==> config.mk <==
export PLATFORM = sky130hd
export DESIGN_NAME = dmp_parser
export DESIGN_NICKNAME = d
export VERILOG_FILES = /design/src/rtl/dmp_pkg.sv /design/src/rtl/dmp_group_if.sv /design/src/rtl/dmp_group_asm.sv /design/src/rtl/dmp_parser.sv
export SDC_FILE = /design/constraint.sdc
export NUM_CORES = 1
export LEC_CHECK = 0
export BUFFER_PORTS_ARGS = -buffer_cell sky130_fd_sc_hd__buf_2
export CAP_MARGIN = 15
export CORE_ASPECT_RATIO = 1.4
export CORE_MARGIN = 10
export CORE_UTILIZATION = 50
export CTS_BUF_LIST = sky130_fd_sc_hd__clkbuf_8
export CTS_CLUSTER_SIZE = 24
export DETAILED_ROUTE_END_ITERATION = 16
export GPL_TIMING_DRIVEN = 0
export HOLD_SLACK_MARGIN = 0.08
export PLACE_DENSITY = 0.72
export SYNTH_ARGS = -nofsm -noshare
export SYNTH_HDL_FRONTEND = slang
export SYNTH_HIERARCHICAL = 1
export SYNTH_SLANG_ARGS = --single-unit
==> constraint.sdc <==
create_clock -name clk -period 2.4 [get_ports clk]
set_clock_uncertainty 0.15 [all_clocks]
set_input_delay 0.6 -clock clk [delete_from_list [all_inputs] [get_ports clk]]
set_output_delay 0.6 -clock clk [all_outputs]
set_load 0.01 [all_outputs]
==> src/rtl/dmp_pkg.sv <==
/*
 * Package for the defect map parser: sector layout constants and states.
 * Assumes nothing of its surroundings.
 */
package dmp_pkg;

    // ------------------------------------------------------------
    // Sector layout
    // ------------------------------------------------------------
    localparam int unsigned SECTOR_BYTES  = 256;
    localparam int unsigned HEADER_BYTES  = 6;
    localparam int unsigned GROUP_BYTES   = 5;
    localparam int unsigned GROUP_COUNT   = 50;
    localparam int unsigned SECT_PER_TRK  = 32;
    localparam int unsigned SPARE_OFFSET  = 8;

    // Header byte positions and last sector byte
    localparam logic [7:0] HDR_MONTH = 8'h00;
    localparam logic [7:0] HDR_DAY   = 8'h01;
    localparam logic [7:0] HDR_YEAR  = 8'h02;
    localparam logic [7:0] HDR_HEAD  = 8'h03;
    localparam logic [7:0] LAST_BYTE = 8'hFF;

    // Terminator byte pattern
    localparam logic [7:0] ALL_ONES = 8'hFF;

    // Copy selector codes
    localparam logic [1:0] COPY_TRK0  = 2'h0;
    localparam logic [1:0] COPY_MAX   = 2'h1;
    localparam logic [1:0] COPY_MAXM8 = 2'h2;

    // ------------------------------------------------------------
    // Parser states
    // ------------------------------------------------------------
    typedef enum logic [1:0] {
        DMP_HEADER,
        DMP_GROUPS,
        DMP_SKIP
    } dmp_state_e;

endpackage : dmp_pkg

==> src/rtl/dmp_group_if.sv <==
/*
 * Interface carrying one assembled five-byte group from the group
 * assembler to the parser top. Assumes a single clock domain.
 */
`timescale 1ns/1ns
`default_nettype none

interface dmp_group_if;
    logic        valid;
    logic [15:0] cylinder;
    logic [15:0] offset;
    logic        allOnes;
    logic        padError;

    modport source (output valid, output cylinder, output offset, output allOnes, output padError);
    modport sink   (input valid, input cylinder, input offset, input allOnes, input padError);
endinterface : dmp_group_if

`default_nettype wire

==> src/rtl/dmp_group_asm.sv <==
/*
 * Group assembler: packs five bytes of a defect group into cylinder,
 * offset and flags, pulsing valid the cycle after the fifth byte.
 * Assumes byteEn marks group bytes only and start clears the phase.
 */
`timescale 1ns/1ns
`default_nettype none

module dmp_group_asm (
    // Clock and reset
    input  wire logic       clk,
    input  wire logic       reset_n,
    // Byte stream
    input  wire logic       start,
    input  wire logic       byteEn,
    input  wire logic [7:0] byteIn,
    // Assembled group
    dmp_group_if.source     grp
);

    logic [2:0]  phase_reg;
    logic [31:0] shift_reg;
    logic        ones_reg;
    logic        lastByte;

    // Fifth byte of a group closes it
    assign lastByte = byteEn && (phase_reg == 3'(dmp_pkg::GROUP_BYTES - 1));

    // Byte phase and assembly
    always_ff @(posedge clk) begin
        if (!reset_n || start) begin
            phase_reg <= 3'h0;
            shift_reg <= 32'h0000_0000;
            ones_reg  <= 1'b1;
        end else if (byteEn) begin
            phase_reg <= lastByte ? 3'h0 : phase_reg + 3'h1;
            // RULE_06 field order
            if (!lastByte) begin
                shift_reg <= {shift_reg[23:0], byteIn};
            end
            // RULE_07 all-ones check
            ones_reg  <= lastByte ? 1'b1 : (ones_reg && byteIn == dmp_pkg::ALL_ONES);
        end
    end

    // Output group, one-cycle valid
    always_ff @(posedge clk) begin
        if (!reset_n) begin
            grp.valid    <= 1'b0;
            grp.cylinder <= 16'h0000;
            grp.offset   <= 16'h0000;
            grp.allOnes  <= 1'b0;
            grp.padError <= 1'b0;
        end else begin
            grp.valid <= lastByte && !start;
            if (lastByte) begin
                // RULE_06 cylinder then offset
                grp.cylinder <= shift_reg[31:16];
                grp.offset   <= shift_reg[15:0];
                grp.allOnes  <= ones_reg && byteIn == dmp_pkg::ALL_ONES;
                grp.padError <= byteIn != 8'h00;
            end
        end
    end

endmodule : dmp_group_asm

`default_nettype wire

==> src/rtl/dmp_parser.sv <==
/*
 * Defect map parser top. Takes the 256 bytes of one list sector and
 * emits the header fields and one record per defect group.
 * Assumes the host controller delivers the right sector, one byte per
 * enabled cycle, and raises sectorStart before the first byte.
 */
// Behaviour
// [RULE_01] List for a surface is read only from that surface's sectors.
// [RULE_02] Copies sit in sector zero of track zero, max, and max minus eight.
// [RULE_03] List sectors are 32 sectors of 256 bytes, no interleave.
// [RULE_04] Six header bytes: month, day, year, head, two zero pads.
// [RULE_05] Then 250 bytes form 50 five-byte groups.
// [RULE_06] Group: cylinder high, low, offset high, low, zero byte.
// [RULE_07] List ends after 50 groups or at first all-ones group.
// [RULE_08] Defect under two bytes is single, otherwise multiple.
// [RULE_09] On a check error, try the next redundant copy first.
`timescale 1ns/1ns
`default_nettype none

module dmp_parser #(
    parameter int unsigned CYL_W = 16
) (
    // Clock and reset
    input  wire logic             clk,
    input  wire logic             reset_n,
    // Copy location request
    input  wire logic [15:0]      maxTrack,
    input  wire logic [1:0]       copySel,
    output logic [15:0]           copyTrack,
    // Sector byte stream from host
    input  wire logic             sectorStart,
    input  wire logic             byteValid,
    input  wire logic [7:0]       byteData,
    // Header fields
    output logic [7:0]            recMonth,
    output logic [7:0]            recDay,
    output logic [7:0]            recYear,
    output logic [7:0]            recHead,
    output logic                  headerError,
    // Defect records
    output logic                  defectValid,
    output logic [CYL_W-1:0]      defectCylinder,
    output logic [15:0]           defectOffset,
    output logic                  groupError,
    // Status
    output logic                  listDone,
    output logic [5:0]            defectCount
);

    // ------------------------------------------------------------
    // Declarations
    // ------------------------------------------------------------
    dmp_pkg::dmp_state_e state_reg;
    dmp_pkg::dmp_state_e state_next;
    logic [7:0]  byteIdx_reg;
    logic [5:0]  groupIdx_reg;
    logic        groupByte;
    logic        headerByte;
    logic        sectorEnd;
    logic        groupsDone;
    logic        terminator;
    logic [15:0] trackSel;

    dmp_group_if grpBus ();

    // ------------------------------------------------------------
    // Copy location
    // ------------------------------------------------------------

    // RULE_02 redundant copy tracks
    assign trackSel = (copySel == dmp_pkg::COPY_MAX)   ? maxTrack :
                      (copySel == dmp_pkg::COPY_MAXM8) ? maxTrack - 16'(dmp_pkg::SPARE_OFFSET) :
                      16'h0000;

    // Registered track for the host, sector is always zero
    // RULE_01 copy on this surface
    always_ff @(posedge clk) begin
        if (!reset_n) begin
            copyTrack <= 16'h0000;
        end else begin
            copyTrack <= trackSel;
        end
    end

    // ------------------------------------------------------------
    // Byte position decode
    // ------------------------------------------------------------

    // RULE_03 fixed 256-byte sector
    assign sectorEnd  = byteValid && byteIdx_reg == dmp_pkg::LAST_BYTE;
    // RULE_04 first six bytes are header
    assign headerByte = byteValid && state_reg == dmp_pkg::DMP_HEADER;
    // RULE_05 groups follow the header
    assign groupByte  = byteValid && state_reg == dmp_pkg::DMP_GROUPS;
    assign groupsDone = grpBus.valid && groupIdx_reg == 6'(dmp_pkg::GROUP_COUNT - 1);
    // RULE_07 all-ones terminator
    assign terminator = grpBus.valid && grpBus.allOnes;

    // Byte counter within the sector
    always_ff @(posedge clk) begin
        if (!reset_n || sectorStart) begin
            byteIdx_reg <= 8'h00;
        end else if (byteValid) begin
            byteIdx_reg <= byteIdx_reg + 8'h01;
        end
    end

    // ------------------------------------------------------------
    // Parser state machine
    // ------------------------------------------------------------

    // Next state
    always_comb begin
        state_next = state_reg;
        case (state_reg)
            dmp_pkg::DMP_HEADER: begin
                if (headerByte && byteIdx_reg == 8'(dmp_pkg::HEADER_BYTES - 1)) begin
                    state_next = dmp_pkg::DMP_GROUPS;
                end
            end
            dmp_pkg::DMP_GROUPS: begin
                // RULE_07 end of list
                if (terminator || groupsDone) begin
                    state_next = dmp_pkg::DMP_SKIP;
                end
            end
            dmp_pkg::DMP_SKIP: begin
                state_next = dmp_pkg::DMP_SKIP;
            end
            default: begin
                state_next = dmp_pkg::DMP_HEADER;
            end
        endcase
    end

    // State register
    always_ff @(posedge clk) begin
        if (!reset_n || sectorStart) begin
            state_reg <= dmp_pkg::DMP_HEADER;
        end else begin
            state_reg <= state_next;
        end
    end

    // ------------------------------------------------------------
    // Header capture
    // ------------------------------------------------------------

    // RULE_04 header field capture
    always_ff @(posedge clk) begin
        if (!reset_n) begin
            recMonth    <= 8'h00;
            recDay      <= 8'h00;
            recYear     <= 8'h00;
            recHead     <= 8'h00;
            headerError <= 1'b0;
        end else if (sectorStart) begin
            headerError <= 1'b0;
        end else if (headerByte) begin
            case (byteIdx_reg)
                dmp_pkg::HDR_MONTH: recMonth <= byteData;
                dmp_pkg::HDR_DAY:   recDay   <= byteData;
                dmp_pkg::HDR_YEAR:  recYear  <= byteData;
                dmp_pkg::HDR_HEAD:  recHead  <= byteData;
                default: begin
                    // Pad bytes must be zero
                    if (byteData != 8'h00) begin
                        headerError <= 1'b1;
                    end
                end
            endcase
        end
    end

    // ------------------------------------------------------------
    // Group assembly
    // ------------------------------------------------------------

    // RULE_05 five-byte groups
    dmp_group_asm u_asm (
        .clk     (clk),
        .reset_n (reset_n),
        .start   (sectorStart),
        .byteEn  (groupByte),
        .byteIn  (byteData),
        .grp     (grpBus.source)
    );

    // ------------------------------------------------------------
    // Defect output and status
    // ------------------------------------------------------------

    // Group counter
    always_ff @(posedge clk) begin
        if (!reset_n || sectorStart) begin
            groupIdx_reg <= 6'h00;
        end else if (grpBus.valid && state_reg == dmp_pkg::DMP_GROUPS) begin
            groupIdx_reg <= groupIdx_reg + 6'h01;
        end
    end

    // RULE_06 emit defect record
    always_ff @(posedge clk) begin
        if (!reset_n || sectorStart) begin
            defectValid    <= 1'b0;
            defectCylinder <= '0;
            defectOffset   <= 16'h0000;
            groupError     <= 1'b0;
            defectCount    <= 6'h00;
            listDone       <= 1'b0;
        end else begin
            defectValid <= grpBus.valid && !grpBus.allOnes && state_reg == dmp_pkg::DMP_GROUPS;
            if (grpBus.valid && !grpBus.allOnes && state_reg == dmp_pkg::DMP_GROUPS) begin
                defectCylinder <= CYL_W'(grpBus.cylinder);
                defectOffset   <= grpBus.offset;
                groupError     <= grpBus.padError;
                defectCount    <= defectCount + 6'h01;
            end
            // RULE_07 list complete at sector end
            if (sectorEnd) begin
                listDone <= 1'b1;
            end
        end
    end

endmodule : dmp_parser

`default_nettype wire

Word level (Yosys, flattened, before mapping)
Cells that the tools add are included.
Widths: inputs -> output; s select.
Operators by class
  bitwise gates (word level): 4
  mux-type cells: 7
  add/sub/neg operators: 5
  equal/unequal tests: 14
  reduce and logical (&&, ||, !) cells: 29
Operators with widths (number)
  $mux 16: 2
  $eq 8x2->1 const B: 2
  $eq 8x8->1 const B: 2
  $sub 16x4->16 const B: 1
  $reduce_and 3->1: 5
  $add 6x1->6 const B: 2
  $logic_and 1x1->1: 12
  $add 8x1->8 const B: 1
  $eq 8x1->1 const B: 1
  $eq 8x3->1 const B: 1
  $logic_not 8->1: 1
  $reduce_bool 8->1: 1
  $eq 6x6->1 const B: 1
  $pmux 2 s3: 1
  $eq 2x1->1 const B: 2
  $eq 2x2->1 const B: 2
  $mux 2: 2
  $ne 2x1->1 const B: 2
  $not 1->1: 4
  $reduce_and 2->1: 2
  $reduce_or 4->1: 1
  $add 3x1->3 const B: 1
  $eq 3x3->1 const B: 1
  $logic_not 1->1: 3
  other kinds (5): 6
Storage, ports and cells
  register bits after elaboration: 177
  output and inout bits: 90
  logic and storage cells: 82
  bits of input ports: 30

Logic depth before layout (Yosys ltp)
Gate-level depths: netlist of the first run.
  depth in word-level cells: 5
  depth in mapped cells: 9

By module
Netlist of the first run, hierarchy kept.
By module, submodules not included
  dmp_parser: times used 1, area each 4284.1 sq um, cells each 462, seq. area each 2122.0 sq um
  dmp_group_asm: times used 1, area each 2596.2 sq um, cells each 315, seq. area each 1421.4 sq um

Least setup slack after synthesis of the first run
Ideal clock, no wire load.
  path kind: input-to-reg
  start point: input port byteValid
  end point: register u_asm.ones_reg
  arrival time: 1771 ps
  stages on the path: 6
  setup slack: 345 ps
  buffers on the path: 3
  cells stage by stage: buf_4 > and2_1 > buf_4 > and3_1 > buf_2 > or4_1
On the way
  cells in the longest elaborated chain, start to end: 3
RTL lines
  from (decl): RTL line dmp_parser.sv:32  | input wire logic byteValid,
  $logic_and 1x1->1 *: RTL line dmp_parser.sv:94  | assign groupByte = byteValid && state_reg == dmp_pkg::DMP_GROUPS;
  named net groupByte: RTL line dmp_parser.sv:57  | logic groupByte;
  $logic_and 1x1->1: RTL line dmp_group_asm.sv:27  | assign lastByte = byteEn && (phase_reg == 3'(dmp_pkg::GROUP_BYTES - 1));
  $mux 1: RTL line dmp_group_asm.sv:42  | ones_reg <= lastByte ? 1'b1 : (ones_reg && byteIn == dmp_pkg::ALL_ONES);
  to (signal assigned): RTL line dmp_group_asm.sv:42
  to (decl): RTL line dmp_group_asm.sv:23  | logic ones_reg;
The timed path passes the listed nets; every way through them passes the cells marked *.
A chain may end at the register's enable or synchronous reset.

Final worst setup path of the first run
  start point: register state_reg[1]
  end point: register u_asm.shift_reg[25]
On the way
  cells in the longest elaborated chain, start to end: 5
RTL lines
  from (decl): RTL line dmp_parser.sv:53  | dmp_pkg::dmp_state_e state_reg;
  from (signal assigned): RTL line dmp_parser.sv:139  | state_reg <= dmp_pkg::DMP_HEADER;
  from (signal assigned): RTL line dmp_parser.sv:141  | state_reg <= state_next;
  $eq 2x1->1 *: RTL line dmp_parser.sv:94
  $logic_and 1x1->1 *: RTL line dmp_parser.sv:94
  named net groupByte: RTL line dmp_parser.sv:57
  $logic_and 1x1->1: RTL line dmp_group_asm.sv:27
  $not 1->1 (no source line)
  $reduce_and 2->1 (no source line) *
  to (signal assigned): RTL line dmp_group_asm.sv:39  | shift_reg <= {shift_reg[23:0], byteIn};
  to (decl): RTL line dmp_group_asm.sv:22  | logic [31:0] shift_reg;
Marked as above.

==> out/metrics.csv, run 1 <==
metric,value,unit
outcome,finished clean,
vias_per_cell,4.94,
synth_area_leader_cell,dfxtp_1,
numCtsBuffers,17,
dpl_worst_slack,-15.0,ps
dr.first_iter.drc_count,264,
synthMostInstantiatedCell,nand2_1,
intPower,4.03,mW
layout_setup_ws,274,ps
initial_core_util,51.2,%
cpPeakStageDelay,410,ps
pwr-share-comb,4.4,%
met3_length,1270,µm
synth_fp_nets,820,
p_leak,3.26,nW
r2r-end,u_asm/shift_reg[25],
clk_pin_slew_worst_paths,90,ps
netlist_top_cells_count,"nand2_1, dfxtp_1, a21oi_1",
dr.pass1.iters,5,
grtUsageTotal,16.6,%
dieHeight,159,µm
grt_max_degree,17,
antenna_cells,0,
num_vias,5478,
htree_levels,4,
tns,0,ps
clock_sinks,177,
p_sw_share,23.1,%
wl_per_cell,14.3,µm
grt_pass1_vias,5519,
avgSynthCellArea,8.86,µm²
path_class,reg -> reg,
cp_data_required_time,2630,ps
portBuffers,118,
final_max_slew_viol_count,0,
ys.flop_type,dfxtp_1,
maxCapViolCount,0,
cp_slowest_cell,buf_1,
hold_violations,0,
tightestPinTransition,556,ps
rr_worst_depth,8,
synth_fa_ha_area_share,2.36,%
synth_area,6880,µm²
power_density,648,nW/µm²
cts_resized,0,
dp_cells,1077,
rr_startpoint,state_reg[1],
cts_buffer_depth,2,
period_needed,2130,ps
worst-path-max-fanout,10,
hold_path.class,in -> reg,
path_delay_family,buffers and inverters,
ys_seq_area_share,51.5,%
synth_edf_count,0,
rsz0062_at_grt,false,
cts_tree,built,
worstSetupStartpointType,flip-flop,
syn_inst,777,
arrival,2350,ps
synthSimpleGateAreaFrac,23.6,%
rrSetupSlack,270,ps
p_sw,1.21,mW
top_layer,met4,
drc,0,
ios,120,
seq_power_share,56.6,%
crit_start,state_reg[1],
postLayoutCoreUtil,60.1,%
design_area,8090,µm²
relSlewSlack,63.0,%
yosysTopAreaCellShare,51.5,%
cp-end-kind,flip-flop,
cp.depth,8,
antenna_found_initial,0,
coreArea,13500,µm²
ys_ff_latch,177,
fin_cells,1108,
endpoint,u_asm/shift_reg[25],
synth_top_family_by_area,simple AND/OR/NAND/NOR gates,
drive_gt1_share,18.7,%
nets,956,
ys_types,45,
critPathBufInv,3,
root_buffer,clkbuf_8,
die_area,18900,µm²
async_flop_share,0,%
peakVddDrop,0.000354,V
finalCritPeriodShare,88.6,%
clock_latency,450,ps
synth_xor_area_share,3.44,%
routabilityCongestion,0.801,
synth_compound_area_share,10.7,%
placed_cell_area,7700,µm²
synth.area.mux_share,5.11,%
wl_met2,7310,µm
antenna_left,0,
postCtsSetupBuffers,0,
largest_register_ffs,32,
finalSetupViolCount,0,
die_w,119,µm
overflow,0,
fmax,470,MHz
synth_area_leaders,"dfxtp_1, nand2_1, a21oi_1, mux2i_1, a21boi_0",
fillers,1234,
cts_hold_buf,0,
drt-met1-wl,6950,µm
rows,50,
totalWireLength,15800,µm
path_cells,inv_1 > ha_1 > and2_1 > buf_4 > a21bo_1 > buf_1 > nand2_1 > a21oi_1,
ys.warnings.count,6,
grt_pass1_wl,26300,µm
dpl.hpwl,11800,µm
p_clk_share,39.0,%
area_growth,17.6,%
==> cell usage in the layout, fill, tap and decap left out, types with 11 or more instances in the layout <==
cell	n
nand2_1	213
dfxtp_1	177
buf_2	130
a21oi_1	70
nor2_1	39
nor2b_1	35
mux2i_1	34
a21boi_0	33
clkbuf_1	25
clkbuf_8	19
xor2_1	16
ha_1	13
inv_1	11
xnor2_1	11
==> power groups by stage <==
| stage | clock network (mW) | registers, mW | logic [mW] |
|---|---|---|---|
| final | 2.04 | 2.97 | 0.232 |
| after global routing | 2.21 | 2.97 | 0.259 |
| after CTS | 2.09 | 2.97 | 0.236 |
| after detailed placement | 0 | 3.03 | 0.235 |
| after global placement | 0 | 3.03 | 0.233 |
| after floorplan | 0 | 3.05 | 0.114 |
==> kinds of logic after synthesis <==
kind of cell | count (synthesis)
adder cells (fa/ha/maj) | 13
AO/OA/AOI/OAI | 121
AND/OR/NAND/NOR | 350
flip-flops | 177
multiplexers | 35
buffers and inverters | 54
XOR/XNOR | 27
==> through the flow <==
step / hold WS [ps] / power [mW]
after global routing: 207 / 5.43
after floorplan: 279 / 3.16
final: 217 / 5.24
after detailed placement: 294 / 3.27
after global placement: 289 / 3.27
after CTS: 190 / 5.29
==> routing by layer <==
layer / track usage [%] / up-vias
met5: 0 / -
met4: 7.29 / 0
met3: 6.77 / 18
met2: 27.0 / 145
met1: 18.7 / 2470
li1: - / 2845
==> worst min-delay path by stage <==
stage,from,to,slack (ps),depth (start not counted)
after floorplan,u_asm/grp.padError,groupError,280,2
after global placement,u_asm/grp.offset[13],defectOffset[13],290,2
after detailed placement,u_asm/grp.cylinder[6],defectCylinder[6],290,2
after CTS,maxTrack[2],copyTrack[2],190,2
after global routing,maxTrack[2],copyTrack[2],210,2
final,maxTrack[2],copyTrack[2],220,2
==> area by class of cell <==
| type | count | area, µm² | share of cell area, % |
|---|---|---|---|
| Timing Repair Buffer | 118 | 591 | 7.30 |
| Tap cell | 182 | 228 | 2.81 |
| Clock inverter | 13 | 134 | 1.65 |
| Inverter | 10 | 37.5 | 0.464 |
| Sequential cell | 177 | 3540 | 43.8 |
| Buffer | 43 | 184 | 2.27 |
| Multi-Input combinational cell | 546 | 3110 | 38.5 |
| Clock buffer | 19 | 262 | 3.23 |
No activity file was read; power rests on OpenSTA's default activity.
==> inputs of run 2 (changes only) <==
CORE_MARGIN = 5   (was 10)
PLACE_DENSITY = 0.75   (was 0.72)
clock period = 1.8 ns   (was 2.4 ns; I/O delays follow)
==> out/metrics.csv, run 2 (synthesis gave the netlist of run 1 again) <==
metric,value,unit
p_sw_share,21.4,%
final_cell_mix,"nand2_1, dfxtp_1, buf_2",
drc,0,
portBuffers,118,
p_leak,3.41,nW
final_common_cell,nand2_1,
hold_violations,0,
period_needed,1840,ps
numCtsBuffers,17,
worstSetupStartpointType,flip-flop,
vias_per_cell,5.04,
fmax,544,MHz
cp_slowest_cell,or4b_4,
cpPeakStageDelay,460,ps
holdWs,125,ps
layout_setup_ws,-38.8,ps
largest_register_ffs,32,
grt_max_degree,17,
outcome,"finished, violations left",
hold_path.class,in -> reg,
rrSetupSlack,-40,ps
cts_tree,built,
antenna_left,0,
clk_pin_slew_worst_paths,80,ps
drive_gt1_share,22.7,%
totalWireLength,15600,µm
relSlewSlack,63.6,%
cp_data_required_time,1960,ps
grtUsageTotal,19.9,%
violations,negative setup slack,
initial_core_util,51.2,%
area_growth,22.8,%
pwr-share-comb,4.6,%
rows,50,
antenna_cells,0,
grt_pass1_wl,26200,µm
die_area,16200,µm²
overflow,0,
wl_per_cell,13.9,µm
finalSetupViolCount,2,
tightestPinTransition,546,ps
routabilityCongestion,0.819,
dr.first_iter.drc_count,318,
coreArea,13500,µm²
clock_sinks,177,
clock_latency,430,ps
cp-end-kind,flip-flop,
final_max_slew_viol_count,0,
dr.pass1.iters,4,
p_sw,1.53,mW
intPower,5.60,mW
htree_levels,4,
path_class,reg -> reg,
dpl.hpwl,11200,µm
ios,120,
path_cells,inv_4 > ha_4 > or4b_4 > o41a_1 > o21ai_1 > a21oi_1,
dieHeight,149,µm
arrival,1990,ps
fillers,1165,
rsz0062_at_grt,true,
root_buffer,clkbuf_8,
postLayoutCoreUtil,62.8,%
p_clk_share,39.9,%
nets,966,
grt_pass1_vias,5625,
dpl_worst_slack,-345,ps
worst-path-max-fanout,2,
cts_buffer_depth,2,
finalCritPeriodShare,102,%
peakVddDrop,0.000578,V
tns,-75.3,ps
maxCapViolCount,0,
seq_power_share,55.5,%
num_vias,5631,
die_w,109,µm
power_density,843,nW/µm²
antenna_found_initial,0,
[run 2: changes by cell type in the layout (fill, tap and decap cells not counted), sizes merged]
| cell | delta |
|---|---|
| buf | +8 |
| clkbuf | -3 |
| dlygate4sd3 | +3 |
| bufinv | +2 |
| clkinv | -2 |
| clkinvlp | -2 |
| inv | +2 |
| and2 | +1 |
[run 2: final cells by class]
class | instances | area [µm²] | share of cell area (%)
buffer | 40 | 262 | 3.09
clock buffer | 18 | 248 | 2.93
clock inverter | 13 | 169 | 2.00
inverter | 10 | 40.0 | 0.474
multi-input combinational | 547 | 3260 | 38.6
sequential | 177 | 3550 | 42.0
tap | 182 | 228 | 2.69
timing repair buffer | 130 | 692 | 8.19
[run 2: worst max-delay path, delay by kind of cell, from the launching register on]
kind | cells | cell delay (ps)
buffers and inverters | 1 | 60
adders and majority gates | 1 | 130
AOI/OAI and AO/OA | 3 | 560
and+or+nand+nor | 1 | 460
DFF | 1 | 360
[run 2: per-layer routing]
| metal | global-route usage (%) | routed length [µm] | up-vias |
|---|---|---|---|
| li1 | - | - | 2872 |
| met1 | 23.2 | 6400 | 2601 |
| met2 | 35.6 | 7960 | 144 |
| met3 | 5.50 | 1000 | 14 |
| met4 | 5.05 | 207 | 0 |
| met5 | 0 | 0 | - |
[run 2: metrics by stage]
stage | area [µm²] | cells | power [mW]
finish | 8450 | 1117 | 7.13
detailed placement | 7760 | 1077 | 4.36
CTS | 8310 | 1112 | 7.20
global placement | 7760 | 1077 | 4.36
floorplan | 6940 | 777 | 4.22
global route | 8450 | 1117 | 7.41
[run 2: final timing paths]
| path | start | endpoint | depth (start not counted) |
|---|---|---|---|
| setup / recovery | byteIdx_reg[1] | state_reg[1] | 6 |
| hold reg to reg | defectCylinder[6] | defectCylinder[6] | 2 |
| setup reg to reg | byteIdx_reg[1] | state_reg[1] | 6 |
| hold / removal | maxTrack[14] | copyTrack[14] | 3 |
[run 2: power by group through the flow]
| stage | sequential (mW) | clock (mW) | combinational [mW] |
|---|---|---|---|
| 2_1_floorplan | 4.06 | 0 | 0.156 |
| 3_3_place_gp | 4.05 | 0 | 0.311 |
| 3_5_place_dp | 4.05 | 0 | 0.315 |
| 4_1_cts | 3.95 | 2.92 | 0.325 |
| 5_1_grt | 3.96 | 3.09 | 0.363 |
| 6_report | 3.95 | 2.85 | 0.329 |
[run 2: what timing repair did]
item	4_1_cts	5_1_grt
hold buffers	2	1
gates resized for setup	29	53
pin swaps	10	4
cloned	0	4
setup endpoints to repair	132	138
endpoints found under the hold margin	2	1
setup buffers	5	1
